===== src/brs_cfg.svh =====
`ifndef BRS_CFG_SVH
`define BRS_CFG_SVH

// register offsets on the host register port
`define BRS_OFS_B3_LIMIT 8'h9A
`define BRS_OFS_B4_LIMIT 8'h9B
`define BRS_OFS_B12_LIMIT 8'h9C
`define BRS_OFS_B2_CONF 8'h9D
`define BRS_OFS_B1_CONF 8'h9E
`define BRS_OFS_B4_CONF 8'h9F
`define BRS_OFS_B3_CONF 8'hA0
`define BRS_OFS_B2_VOLT 8'hA3
`define BRS_OFS_B1_VOLT 8'hA4
`define BRS_OFS_B4_VOLT 8'hA5

// storage slots of the registers
`define BRS_IDX_B3_LIMIT 4'h0
`define BRS_IDX_B4_LIMIT 4'h1
`define BRS_IDX_B12_LIMIT 4'h2
`define BRS_IDX_B2_CONF 4'h3
`define BRS_IDX_B1_CONF 4'h4
`define BRS_IDX_B4_CONF 4'h5
`define BRS_IDX_B3_CONF 4'h6
`define BRS_IDX_B2_VOLT 4'h7
`define BRS_IDX_B1_VOLT 4'h8
`define BRS_IDX_B4_VOLT 4'h9
`define BRS_NREG 10
`define BRS_REG_RESET 8'h00

// field positions
`define BRS_SEL_HI 7
`define BRS_SEL_LO 6
`define BRS_PD_BIT 5
`define BRS_TERM_BIT 4
`define BRS_TREF_BIT 3
`define BRS_SLEEP_BIT 7

// operating-select codes
`define BRS_SEL_BYBIT 2'h0
`define BRS_SEL_PFM 2'h1
`define BRS_SEL_PWM 2'h2
`define BRS_SEL_AUTO 2'h3

// limit law in mA: 1400/200, 1700/100, 700/100
`define BRS_LIM12_BASE 13'h578
`define BRS_LIM12_STEP 13'h0C8
`define BRS_LIM3_BASE 13'h6A4
`define BRS_LIM4_BASE 13'h2BC
`define BRS_LIM34_STEP 13'h064

// voltage law in mV: 300/10, 530/10, 800/20
`define BRS_V12_BASE 12'h12C
`define BRS_V4_BASE 12'h212
`define BRS_V3_BASE 12'h320
`define BRS_V_STEP 12'h00A
`define BRS_V3_STEP 12'h014

`endif


===== src/brs_pkg.sv =====
package brs_pkg;

  // resolved switching mode of a converter
  typedef enum logic [1:0] {BRS_PFM, BRS_PWM, BRS_AUTO} brs_mode_t;

  // settings handed to one analogue stage
  typedef struct packed {
    logic [12:0] limit_ma;
    brs_mode_t   mode;
    logic        pulldown_disable;
    logic [6:0]  volt_code;
    logic [11:0] volt_mv;
  } brs_ctrl_t;

  // one register request from the two-wire front end
  typedef struct packed {
    logic       wr;
    logic       rd;
    logic [7:0] addr;
    logic [7:0] wdata;
  } brs_req_t;

endpackage


===== src/brs_buck_settings.sv =====
`timescale 1ns/1ps
`include "brs_cfg.svh"
// Overview of operation
// - buck3 limit is 1700 plus 100 per step
// - buck4 limit is 700 plus 100 per step
// - shared register: buck2 high, buck1 low, 1400+200n
// - half-current mode halves buck1/buck2 limit
// - select field picks sleep-bit, PFM, PWM, auto
// - A sleep bit acts only when select zero
// - bit 5 keeps pull-down off when disabled
// - buck4 bit 4 enables termination supply mode
// - buck4 bit 3 enables termination reference output
// - buck1/buck2 voltage 0.3 V plus 10 mV steps
// - buck4 voltage 0.53 V plus 10 mV steps
module brs_buck_settings
  import brs_pkg::*;
(
  input  wire logic                  clock,                  // register clock
  input  wire logic                  srst,                   // sync reset
  input  wire logic                  ce,                     // freezes all state when low
  input  wire brs_req_t              req,                    // register request
  output logic [7:0]                 reg_rdata,              // read data
  output logic                       reg_rd_valid,           // read answer strobe
  input  wire logic [3:0]            setting_b_active,       // per converter, 1 = B
  input  wire logic [3:0]            sleep_force_b,          // B sleep bits
  input  wire logic                  buck3_sleep_force_a,    // buck3 A sleep bit
  input  wire logic [6:0]            buck3_voltage_a_code,   // buck3 A code
  input  wire logic [3:0][6:0]       voltage_b_code,         // B codes
  input  wire logic [1:0]            half_current,           // buck1/buck2 half mode
  output brs_ctrl_t [3:0]            conv_ctrl,              // stage settings
  output logic                       buck4_termination_enable,
  output logic                       buck4_termination_ref_enable
);

  // limit law per converter, index 0 is buck1
  localparam logic [12:0] LIM_BASE [4] = '{`BRS_LIM12_BASE, `BRS_LIM12_BASE,
                                           `BRS_LIM3_BASE, `BRS_LIM4_BASE};
  localparam logic [12:0] LIM_STEP [4] = '{`BRS_LIM12_STEP, `BRS_LIM12_STEP,
                                           `BRS_LIM34_STEP, `BRS_LIM34_STEP};
  // voltage law per converter
  localparam logic [11:0] V_BASE [4] = '{`BRS_V12_BASE, `BRS_V12_BASE,
                                         `BRS_V3_BASE, `BRS_V4_BASE};
  localparam logic [11:0] V_STEP [4] = '{`BRS_V_STEP, `BRS_V_STEP,
                                         `BRS_V3_STEP, `BRS_V_STEP};

  // address to {hit, slot}
  function automatic logic [4:0] brs_decode(input logic [7:0] a);
    case (a)
      `BRS_OFS_B3_LIMIT:  brs_decode = {1'b1, `BRS_IDX_B3_LIMIT};
      `BRS_OFS_B4_LIMIT:  brs_decode = {1'b1, `BRS_IDX_B4_LIMIT};
      `BRS_OFS_B12_LIMIT: brs_decode = {1'b1, `BRS_IDX_B12_LIMIT};
      `BRS_OFS_B2_CONF:   brs_decode = {1'b1, `BRS_IDX_B2_CONF};
      `BRS_OFS_B1_CONF:   brs_decode = {1'b1, `BRS_IDX_B1_CONF};
      `BRS_OFS_B4_CONF:   brs_decode = {1'b1, `BRS_IDX_B4_CONF};
      `BRS_OFS_B3_CONF:   brs_decode = {1'b1, `BRS_IDX_B3_CONF};
      `BRS_OFS_B2_VOLT:   brs_decode = {1'b1, `BRS_IDX_B2_VOLT};
      `BRS_OFS_B1_VOLT:   brs_decode = {1'b1, `BRS_IDX_B1_VOLT};
      `BRS_OFS_B4_VOLT:   brs_decode = {1'b1, `BRS_IDX_B4_VOLT};
      default:            brs_decode = 5'h00;
    endcase
  endfunction

  logic [7:0]      regs_q [`BRS_NREG];   // register storage
  logic [7:0]      regs_d [`BRS_NREG];   // next storage
  logic [4:0]      wr_dec;               // decoded write address
  logic [4:0]      rd_dec;               // decoded read address
  logic [7:0]      rdata_q;              // read data flop
  logic [7:0]      rdata_d;
  logic            rvalid_q;             // read strobe flop
  logic            rvalid_d;
  brs_ctrl_t [3:0] ctrl_q;               // stage settings flops
  brs_ctrl_t [3:0] ctrl_d;
  logic            term_q;               // termination mode flop
  logic            term_d;
  logic            tref_q;               // termination reference flop
  logic            tref_d;
  logic [7:0]      conf_w [4];           // config register per converter
  logic [3:0]      lcode_w [4];          // limit code per converter
  logic [3:0]      sleep_a_w;            // A sleep bits
  logic [6:0]      vcode_a_w [4];        // A voltage codes
  logic [3:0]      sleep_w;              // sleep bit of active setting

  // address decode, shared by write and read
  assign wr_dec = brs_decode(req.addr);
  assign rd_dec = brs_decode(req.addr);

  // register write: whole byte kept, reserved bits included
  always_comb
  begin
    regs_d = regs_q;
    if (ce && req.wr && wr_dec[4])
    begin
      regs_d[wr_dec[3:0]] = req.wdata;
    end
  end

  // register storage flops
  always_ff @(posedge clock)
  begin
    if (srst)
    begin
      for (int i = 0; i < `BRS_NREG; i++)
      begin
        regs_q[i] <= `BRS_REG_RESET;
      end
    end
    else
    begin
      regs_q <= regs_d;
    end
  end

  // read answer one cycle after the request; unmapped reads give zero
  always_comb
  begin
    rdata_d  = rdata_q;
    rvalid_d = rvalid_q;
    if (ce)
    begin
      rvalid_d = req.rd;
      if (req.rd)
      begin
        // old contents win over a write in the same cycle
        rdata_d = rd_dec[4] ? regs_q[rd_dec[3:0]] : 8'h00;
      end
    end
  end

  // read flops
  always_ff @(posedge clock)
  begin
    if (srst)
    begin
      rdata_q  <= 8'h00;
      rvalid_q <= 1'b0;
    end
    else
    begin
      rdata_q  <= rdata_d;
      rvalid_q <= rvalid_d;
    end
  end

  // gather fields per converter, index 0 is buck1
  always_comb
  begin
    conf_w[0]    = regs_q[`BRS_IDX_B1_CONF];
    conf_w[1]    = regs_q[`BRS_IDX_B2_CONF];
    conf_w[2]    = regs_q[`BRS_IDX_B3_CONF];
    conf_w[3]    = regs_q[`BRS_IDX_B4_CONF];
    // shared register: buck2 high nibble, buck1 low nibble
    lcode_w[0]   = regs_q[`BRS_IDX_B12_LIMIT][3:0];
    lcode_w[1]   = regs_q[`BRS_IDX_B12_LIMIT][7:4];
    lcode_w[2]   = regs_q[`BRS_IDX_B3_LIMIT][3:0];
    lcode_w[3]   = regs_q[`BRS_IDX_B4_LIMIT][3:0];
    sleep_a_w[0] = regs_q[`BRS_IDX_B1_VOLT][`BRS_SLEEP_BIT];
    sleep_a_w[1] = regs_q[`BRS_IDX_B2_VOLT][`BRS_SLEEP_BIT];
    sleep_a_w[2] = buck3_sleep_force_a;
    sleep_a_w[3] = regs_q[`BRS_IDX_B4_VOLT][`BRS_SLEEP_BIT];
    vcode_a_w[0] = regs_q[`BRS_IDX_B1_VOLT][6:0];
    vcode_a_w[1] = regs_q[`BRS_IDX_B2_VOLT][6:0];
    vcode_a_w[2] = buck3_voltage_a_code;
    vcode_a_w[3] = regs_q[`BRS_IDX_B4_VOLT][6:0];
    // sleep bit of whichever setting is live
    sleep_w      = (setting_b_active & sleep_force_b) | (~setting_b_active & sleep_a_w);
  end

  // stage settings, recomputed every enabled cycle
  always_comb
  begin
    ctrl_d = ctrl_q;
    term_d = term_q;
    tref_d = tref_q;
    if (ce)
    begin
      for (int n = 0; n < 4; n++)
      begin
        // base plus code times step
        ctrl_d[n].limit_ma = LIM_BASE[n] + 13'(lcode_w[n]) * LIM_STEP[n];
        if (n < 2 && half_current[n[0]])
        begin
          ctrl_d[n].limit_ma = ctrl_d[n].limit_ma >> 1;
        end
        // operating select decode
        unique case (conf_w[n][`BRS_SEL_HI:`BRS_SEL_LO])
          `BRS_SEL_BYBIT: ctrl_d[n].mode = sleep_w[n] ? BRS_PFM : BRS_PWM;
          `BRS_SEL_PFM:   ctrl_d[n].mode = BRS_PFM;
          `BRS_SEL_PWM:   ctrl_d[n].mode = BRS_PWM;
          `BRS_SEL_AUTO:  ctrl_d[n].mode = BRS_AUTO;
        endcase
        ctrl_d[n].pulldown_disable = conf_w[n][`BRS_PD_BIT];
        // voltage code of the live setting
        ctrl_d[n].volt_code = setting_b_active[n] ? voltage_b_code[n] : vcode_a_w[n];
        ctrl_d[n].volt_mv = V_BASE[n] + 12'(ctrl_d[n].volt_code) * V_STEP[n];
      end
      term_d = conf_w[3][`BRS_TERM_BIT];
      tref_d = conf_w[3][`BRS_TREF_BIT];
    end
  end

  // stage settings flops
  always_ff @(posedge clock)
  begin
    if (srst)
    begin
      ctrl_q <= '0;
      term_q <= 1'b0;
      tref_q <= 1'b0;
    end
    else
    begin
      ctrl_q <= ctrl_d;
      term_q <= term_d;
      tref_q <= tref_d;
    end
  end

  // outputs straight from flops
  assign reg_rdata                    = rdata_q;
  assign reg_rd_valid                 = rvalid_q;
  assign conv_ctrl                    = ctrl_q;
  assign buck4_termination_enable     = term_q;
  assign buck4_termination_ref_enable = tref_q;

  // buck3 limit law
  b3_limit_a: assert property (@(posedge clock) disable iff (srst)
    ce |=> conv_ctrl[2].limit_ma == 13'h6A4 + 13'($past(regs_q[`BRS_IDX_B3_LIMIT][3:0])) * 13'h064)
    else $error("buck3 limit wrong");

  // buck4 limit law
  b4_limit_a: assert property (@(posedge clock) disable iff (srst)
    ce |=> conv_ctrl[3].limit_ma == 13'h2BC + 13'($past(regs_q[`BRS_IDX_B4_LIMIT][3:0])) * 13'h064)
    else $error("buck4 limit wrong");

  // buck2 takes the high nibble
  b2_limit_a: assert property (@(posedge clock) disable iff (srst)
    ce && !half_current[1] |=>
      conv_ctrl[1].limit_ma == 13'h578 + 13'($past(regs_q[`BRS_IDX_B12_LIMIT][7:4])) * 13'h0C8)
    else $error("buck2 limit wrong");

  // half-current halves buck1
  half_limit_a: assert property (@(posedge clock) disable iff (srst)
    ce && half_current[0] |=>
      conv_ctrl[0].limit_ma == (13'h578 + 13'($past(regs_q[`BRS_IDX_B12_LIMIT][3:0])) * 13'h0C8) >> 1)
    else $error("half limit wrong");

  // forced modes follow the select field
  forced_mode_a: assert property (@(posedge clock) disable iff (srst)
    ce && regs_q[`BRS_IDX_B3_CONF][7:6] != 2'h0 |=>
      conv_ctrl[2].mode == ($past(regs_q[`BRS_IDX_B3_CONF][7:6]) == 2'h1 ? BRS_PFM :
                            $past(regs_q[`BRS_IDX_B3_CONF][7:6]) == 2'h2 ? BRS_PWM : BRS_AUTO))
    else $error("forced mode wrong");

  // A sleep bit steers mode when select is zero
  sleep_bit_a: assert property (@(posedge clock) disable iff (srst)
    ce && regs_q[`BRS_IDX_B1_CONF][7:6] == 2'h0 && !setting_b_active[0] |=>
      conv_ctrl[0].mode == ($past(regs_q[`BRS_IDX_B1_VOLT][7]) ? BRS_PFM : BRS_PWM))
    else $error("sleep bit mode wrong");

  // pull-down disable follows bit 5
  pulldown_a: assert property (@(posedge clock) disable iff (srst)
    ce |=> conv_ctrl[3].pulldown_disable == $past(regs_q[`BRS_IDX_B4_CONF][5]))
    else $error("pull-down disable wrong");

  // termination mode follows bit 4
  term_mode_a: assert property (@(posedge clock) disable iff (srst)
    ce |=> buck4_termination_enable == $past(regs_q[`BRS_IDX_B4_CONF][4]))
    else $error("termination mode wrong");

  // termination reference follows bit 3
  term_ref_a: assert property (@(posedge clock) disable iff (srst)
    ce |=> buck4_termination_ref_enable == $past(regs_q[`BRS_IDX_B4_CONF][3]))
    else $error("termination reference wrong");

  // buck2 A voltage law
  b2_volt_a: assert property (@(posedge clock) disable iff (srst)
    ce && !setting_b_active[1] |=>
      conv_ctrl[1].volt_mv == 12'h12C + 12'($past(regs_q[`BRS_IDX_B2_VOLT][6:0])) * 12'h00A)
    else $error("buck2 voltage wrong");

  // buck4 A voltage law
  b4_volt_a: assert property (@(posedge clock) disable iff (srst)
    ce && !setting_b_active[3] |=>
      conv_ctrl[3].volt_mv == 12'h212 + 12'($past(regs_q[`BRS_IDX_B4_VOLT][6:0])) * 12'h00A)
    else $error("buck4 voltage wrong");

  // B setting supplies the code
  b_select_a: assert property (@(posedge clock) disable iff (srst)
    ce && setting_b_active[3] |=> conv_ctrl[3].volt_code == $past(voltage_b_code[3]))
    else $error("B code not chosen");

  // any mapped byte, reserved bits too, reads back as written
  read_back_a: assert property (@(posedge clock) disable iff (srst)
    ce && req.wr && wr_dec[4] ##1 !req.wr ##1
      ce && req.rd && !req.wr && req.addr == $past(req.addr, 2)
      |=> reg_rd_valid && reg_rdata == $past(req.wdata, 3))
    else $error("read back mismatch");

endmodule


===== config.mk =====
export PLATFORM = sky130hd
export DESIGN_NAME = brs_buck_settings
export DESIGN_NICKNAME = d
export VERILOG_FILES = /design/src/brs_pkg.sv /design/src/brs_buck_settings.sv
export VERILOG_INCLUDE_DIRS = /design/src
export SDC_FILE = /design/constraint.sdc
export NUM_CORES = 1
export LEC_CHECK = 0
export ABC_CLOCK_PERIOD_IN_PS = 3400
export BUFFER_PORTS_ARGS = -buffer_cell sky130_fd_sc_hd__buf_2
export CAP_MARGIN = 10
export CORE_ASPECT_RATIO = 1.75
export CORE_MARGIN = 5
export CORE_UTILIZATION = 51
export DETAILED_ROUTE_END_ITERATION = 8
export HOLD_SLACK_MARGIN = 0.03
export PLACE_DENSITY_LB_ADDON = 0.3
export SLEW_MARGIN = 15
export SYNTH_ARGS = -nofsm -noshare
export SYNTH_HDL_FRONTEND = slang
export SYNTH_SLANG_ARGS = --single-unit

===== constraint.sdc =====
create_clock -name clock -period 3.4 [get_ports clock]
set_clock_uncertainty 0.2 [all_clocks]
set_input_delay 0.17 -clock clock [delete_from_list [all_inputs] [get_ports clock]]
set_output_delay 0.17 -clock clock [all_outputs]
set_load 0.01 [all_outputs]

==> summary.txt <==
Status
  – Status: finished, final reports clean

Global routing
  – Vias in the first global route: 10500
  – First-pass GRT wire length: 54.27 mm
  – Antenna violations before repair: 0
  – Maximum number of pins on one net before global-route repair: ~120
  – Total track usage: 24.83%
  – GRT overflow: 0

Place
  – Cell count after placement: approximately 1800
  – Instance area after placement: 13250 um2
  – Gpl congestion: approximately 0.92
  – Number of input and output port buffers inserted: 202
  – Detailed placer's ending HPWL: about 26 mm

Final layout
  – Synthesis-to-finish area growth: 21.00%
  – Most frequent cells in the layout: sky130_fd_sc_hd__dfxtp_1, sky130_fd_sc_hd__nor2_1, sky130_fd_sc_hd__buf_2, sky130_fd_sc_hd__mux2i_1, sky130_fd_sc_hd__a21oi_1
  – Net count, final: 1746
  – Antenna Cells: 0
  – Most common cell after layout, fill and taps aside: sky130_fd_sc_hd__dfxtp_1
  – Share of cells above drive strength 1: just under 20%
  – Area of all placed cells without fillers: 14570 um2
  – Final std cells w/o fill: 1901

STA
  – Crit share post-route: 93.89%
  – Worst hold slack: 0.05244 ns
  – Top achievable clock speed: 313.3 MHz
  – Slew at the pin closest to its max-slew limit: 0.7501 ns
  – Final Hold Vio Count: 0
  – Number of setup violations in the final report: 0
  – Unrepaired setup endpoints after global routing: false
  – Worst slew margin relative to its limit: 49.99%
  – Shortest clock period the worst path allows after layout: 3.192 ns
  – Final number of max-transition violations: 0

Flow run
  – Max_cap viols: 0

Clock network
  – Root Driver: sky130_fd_sc_hd__clkbuf_16
  – Clock Pin Slew Worst Setup and Hold Paths: 0.06 ns
  – Number of clock buffers inserted by TritonCTS: 22
  – H-tree levels: 1
  – TritonCTS clock tree: yes
  – Deepest clock path buffer count: 3
  – Post-CTS Setup Bufs: 0
  – Clock latency on the worst-skew pair: 0.51 ns
  – CTS sink cnt: around 210

Power and ir drop
  – Switching power summed over all nets: between 1.5 and 2 mW
  – Switching share of power: around 27%
  – Total internal power: 4.516 mW
  – Pleak: 6.831 nW
  – Share of total power in combinational logic: ~17%
  – Clock power frac: ~40%
  – Power density normalized to cell area: 423.6 nW/um2
  – Flop pwr share: 42.7%
  – Maximum vdd drop: 0.4753 mV

Floorplan
  – Die area: 26910 um2
  – Initial Utilization: 51.62%
  – Die Height: 213.3 um
  – Site Rows: 74
  – X dimension of the die: 126.2 um
  – Number of top-level pins: 218
  – Core area: 23330 um2

Synth
  – Dominant synthesized flop cell: sky130_fd_sc_hd__dfxtp_1
  – Main area contributors after synthesis: sky130_fd_sc_hd__dfxtp_1, sky130_fd_sc_hd__mux2i_1, sky130_fd_sc_hd__ha_1, sky130_fd_sc_hd__nor2_1, sky130_fd_sc_hd__a21oi_1
  – Asr flop ratio synth: 0%
  – Share of the synthesized area in the top cell type: 35.24%
  – Number of flops mapped to enable cells by yosys: 0
  – Number of distinct library cells after synthesis: 63
  – Dominant cell type by area after synthesis: sky130_fd_sc_hd__dfxtp_1
  – Synthesized area divided by synthesized cell count: 8.869 um2
  – Portion of the post-synthesis area used by sequential elements: 35.24%
  – Area of the mapped netlist: 12040 um2
  – Count of state elements after synthesis: between 200 and 250
  – Post-synthesis cell count: 1358
  – Number of warnings issued by yosys: 0

Setup path
  – Type of origin of the critical path: input port
  – Maximum fanout along the worst path: 3
  – Critical path start-end classification: in2reg
  – CP Data Required Time: 3.55 ns
  – Worst setup EP type: flop
  – Worst path arrival time: roughly 3.4 ns

Routing
  – Drt first pass iters: 5
  – First-iteration detailed-routing DRC count: a little under 500
  – DRT Wirelength: 34.76 mm
  – Total vias in the final route: ~11000
  – Antenna-violating nets left: 0
  – Vias per Instance: 5.546
  – Post-route DRC: 0
  – Average wire length per cell after detail routing: 18.29 um

Worst hold path
  – Min-Delay Path Class: in2reg
[timing repair]
action	in CTS	in global routing
setup endpoints to repair	0	1
hold buffers	57	0
endpoints found under the hold margin	169	0
resized for setup	0	1
[area by class of cell]
cell class,count,area (um2)
Tap cell,304,380.4
Sequential cell,212,4244
Timing Repair Buffer,283,1799
Multi-Input combinational cell,1015,7219
Clock inverter,9,97.59
Clock buffer,31,655.6
Inverter,47,176.4
Fill cell,2044,8760
[power groups by stage]
stage	Combinational [mW]	Sequential (mW)	Clock, mW
finish	1.02	2.64	2.52
global route	1.11	2.65	2.66
CTS	1.01	2.64	2.57
detailed placement	0.951	2.69	0
global placement	0.937	2.69	0
floorplan	0.606	2.73	0
[sequential cells by signal (all words and copies together), names as in the netlist]
name	count
reg_rd_valid	1
conv_ctrl	121
reg_rdata	8
buck4_termination_enable	1
lcode_w	16
regs_q	32
buck4_termination_ref_enable	1
conf_w	32
[worst max-delay path, cell delays in order]
cell and delay, ns:
sky130_fd_sc_hd__dlygate4sd3_1 0.54, sky130_fd_sc_hd__buf_2 0.12, sky130_fd_sc_hd__mux2_2 0.29, sky130_fd_sc_hd__ha_1 0.32, sky130_fd_sc_hd__ha_1 0.23, sky130_fd_sc_hd__fa_1 0.50, sky130_fd_sc_hd__ha_1 0.24, sky130_fd_sc_hd__a221oi_1 0.26
sky130_fd_sc_hd__o311ai_1 0.21, sky130_fd_sc_hd__o31a_1 0.28, sky130_fd_sc_hd__nor2_1 0.09, sky130_fd_sc_hd__o32ai_1 0.09
[worst paths after layout]
path	start	end	slack [ns]	depth (start not counted)
setup reg to reg	regs_q[17]	conv_ctrl[45]	0.27	9
hold / removal	voltage_b_code[1]	conv_ctrl[2]	0.05	5
setup / recovery	buck3_voltage_a_code[1]	conv_ctrl[81]	0.21	12
hold reg to reg	conf_w[27]	conf_w[27]	0.25	2
[through the flow]
stage,setup TNS [ns],util (%),power (mW),setup WS [ns]
global route,0,62.46,6.419,0.06622
global placement,0,56.78,3.627,0.02970
finish,0,62.46,6.174,0.2078
floorplan,0,-,3.336,0.1222
CTS,0,62.46,6.218,0.1904
detailed placement,-0.009400,56.78,3.642,-0.009400
[layer usage]
metal | GRT usage [%] | wire length, um
met1 | 26.26 | 12470
met2 | 47.14 | 18490
met3 | 3.379 | 1896
met4 | 13.22 | 1904
met5 | 0 | 0
[logic make-up (layout without fill, tap and decap cells)]
family,after synthesis,in the layout,share of synthesized area (%)
other,1,15,0.03114
flip-flops,212,212,35.24
AO/OA/AOI/OAI,255,255,13.93
AND/OR/NAND/NOR,414,414,15.89
buffers and inverters,145,370,5.257
XOR/XNOR,70,70,5.090
multiplexers,163,163,13.88
adder cells (fa/ha/maj),98,98,10.68
[Yosys cell counts (all sizes together), types with 3 or more instances]
cell      n
nor3b     3
o21ba     3
inv      47
a31oi     7
and3b     3
nor4      5
a211oi   45
a21o     15
o21bai    4
nor2    208
or4       4
buf      37
o22ai     3
nand3    25
or3       7
a21boi    4
xnor2    48
or3b      3
o21ai    24
clkbuf   61
dfxtp   212
nor3     19
mux2     32
fa        8
a21oi    95
and2      4
a311oi    4
o211ai    5
o221a     7
nand2    82
and3      9
mux2i   131
o31ai    10
ha       90
o221ai    8
a211o     7
nand2b   23
nor2b    13
xor2     22
(Power assumes the default switching activity.)
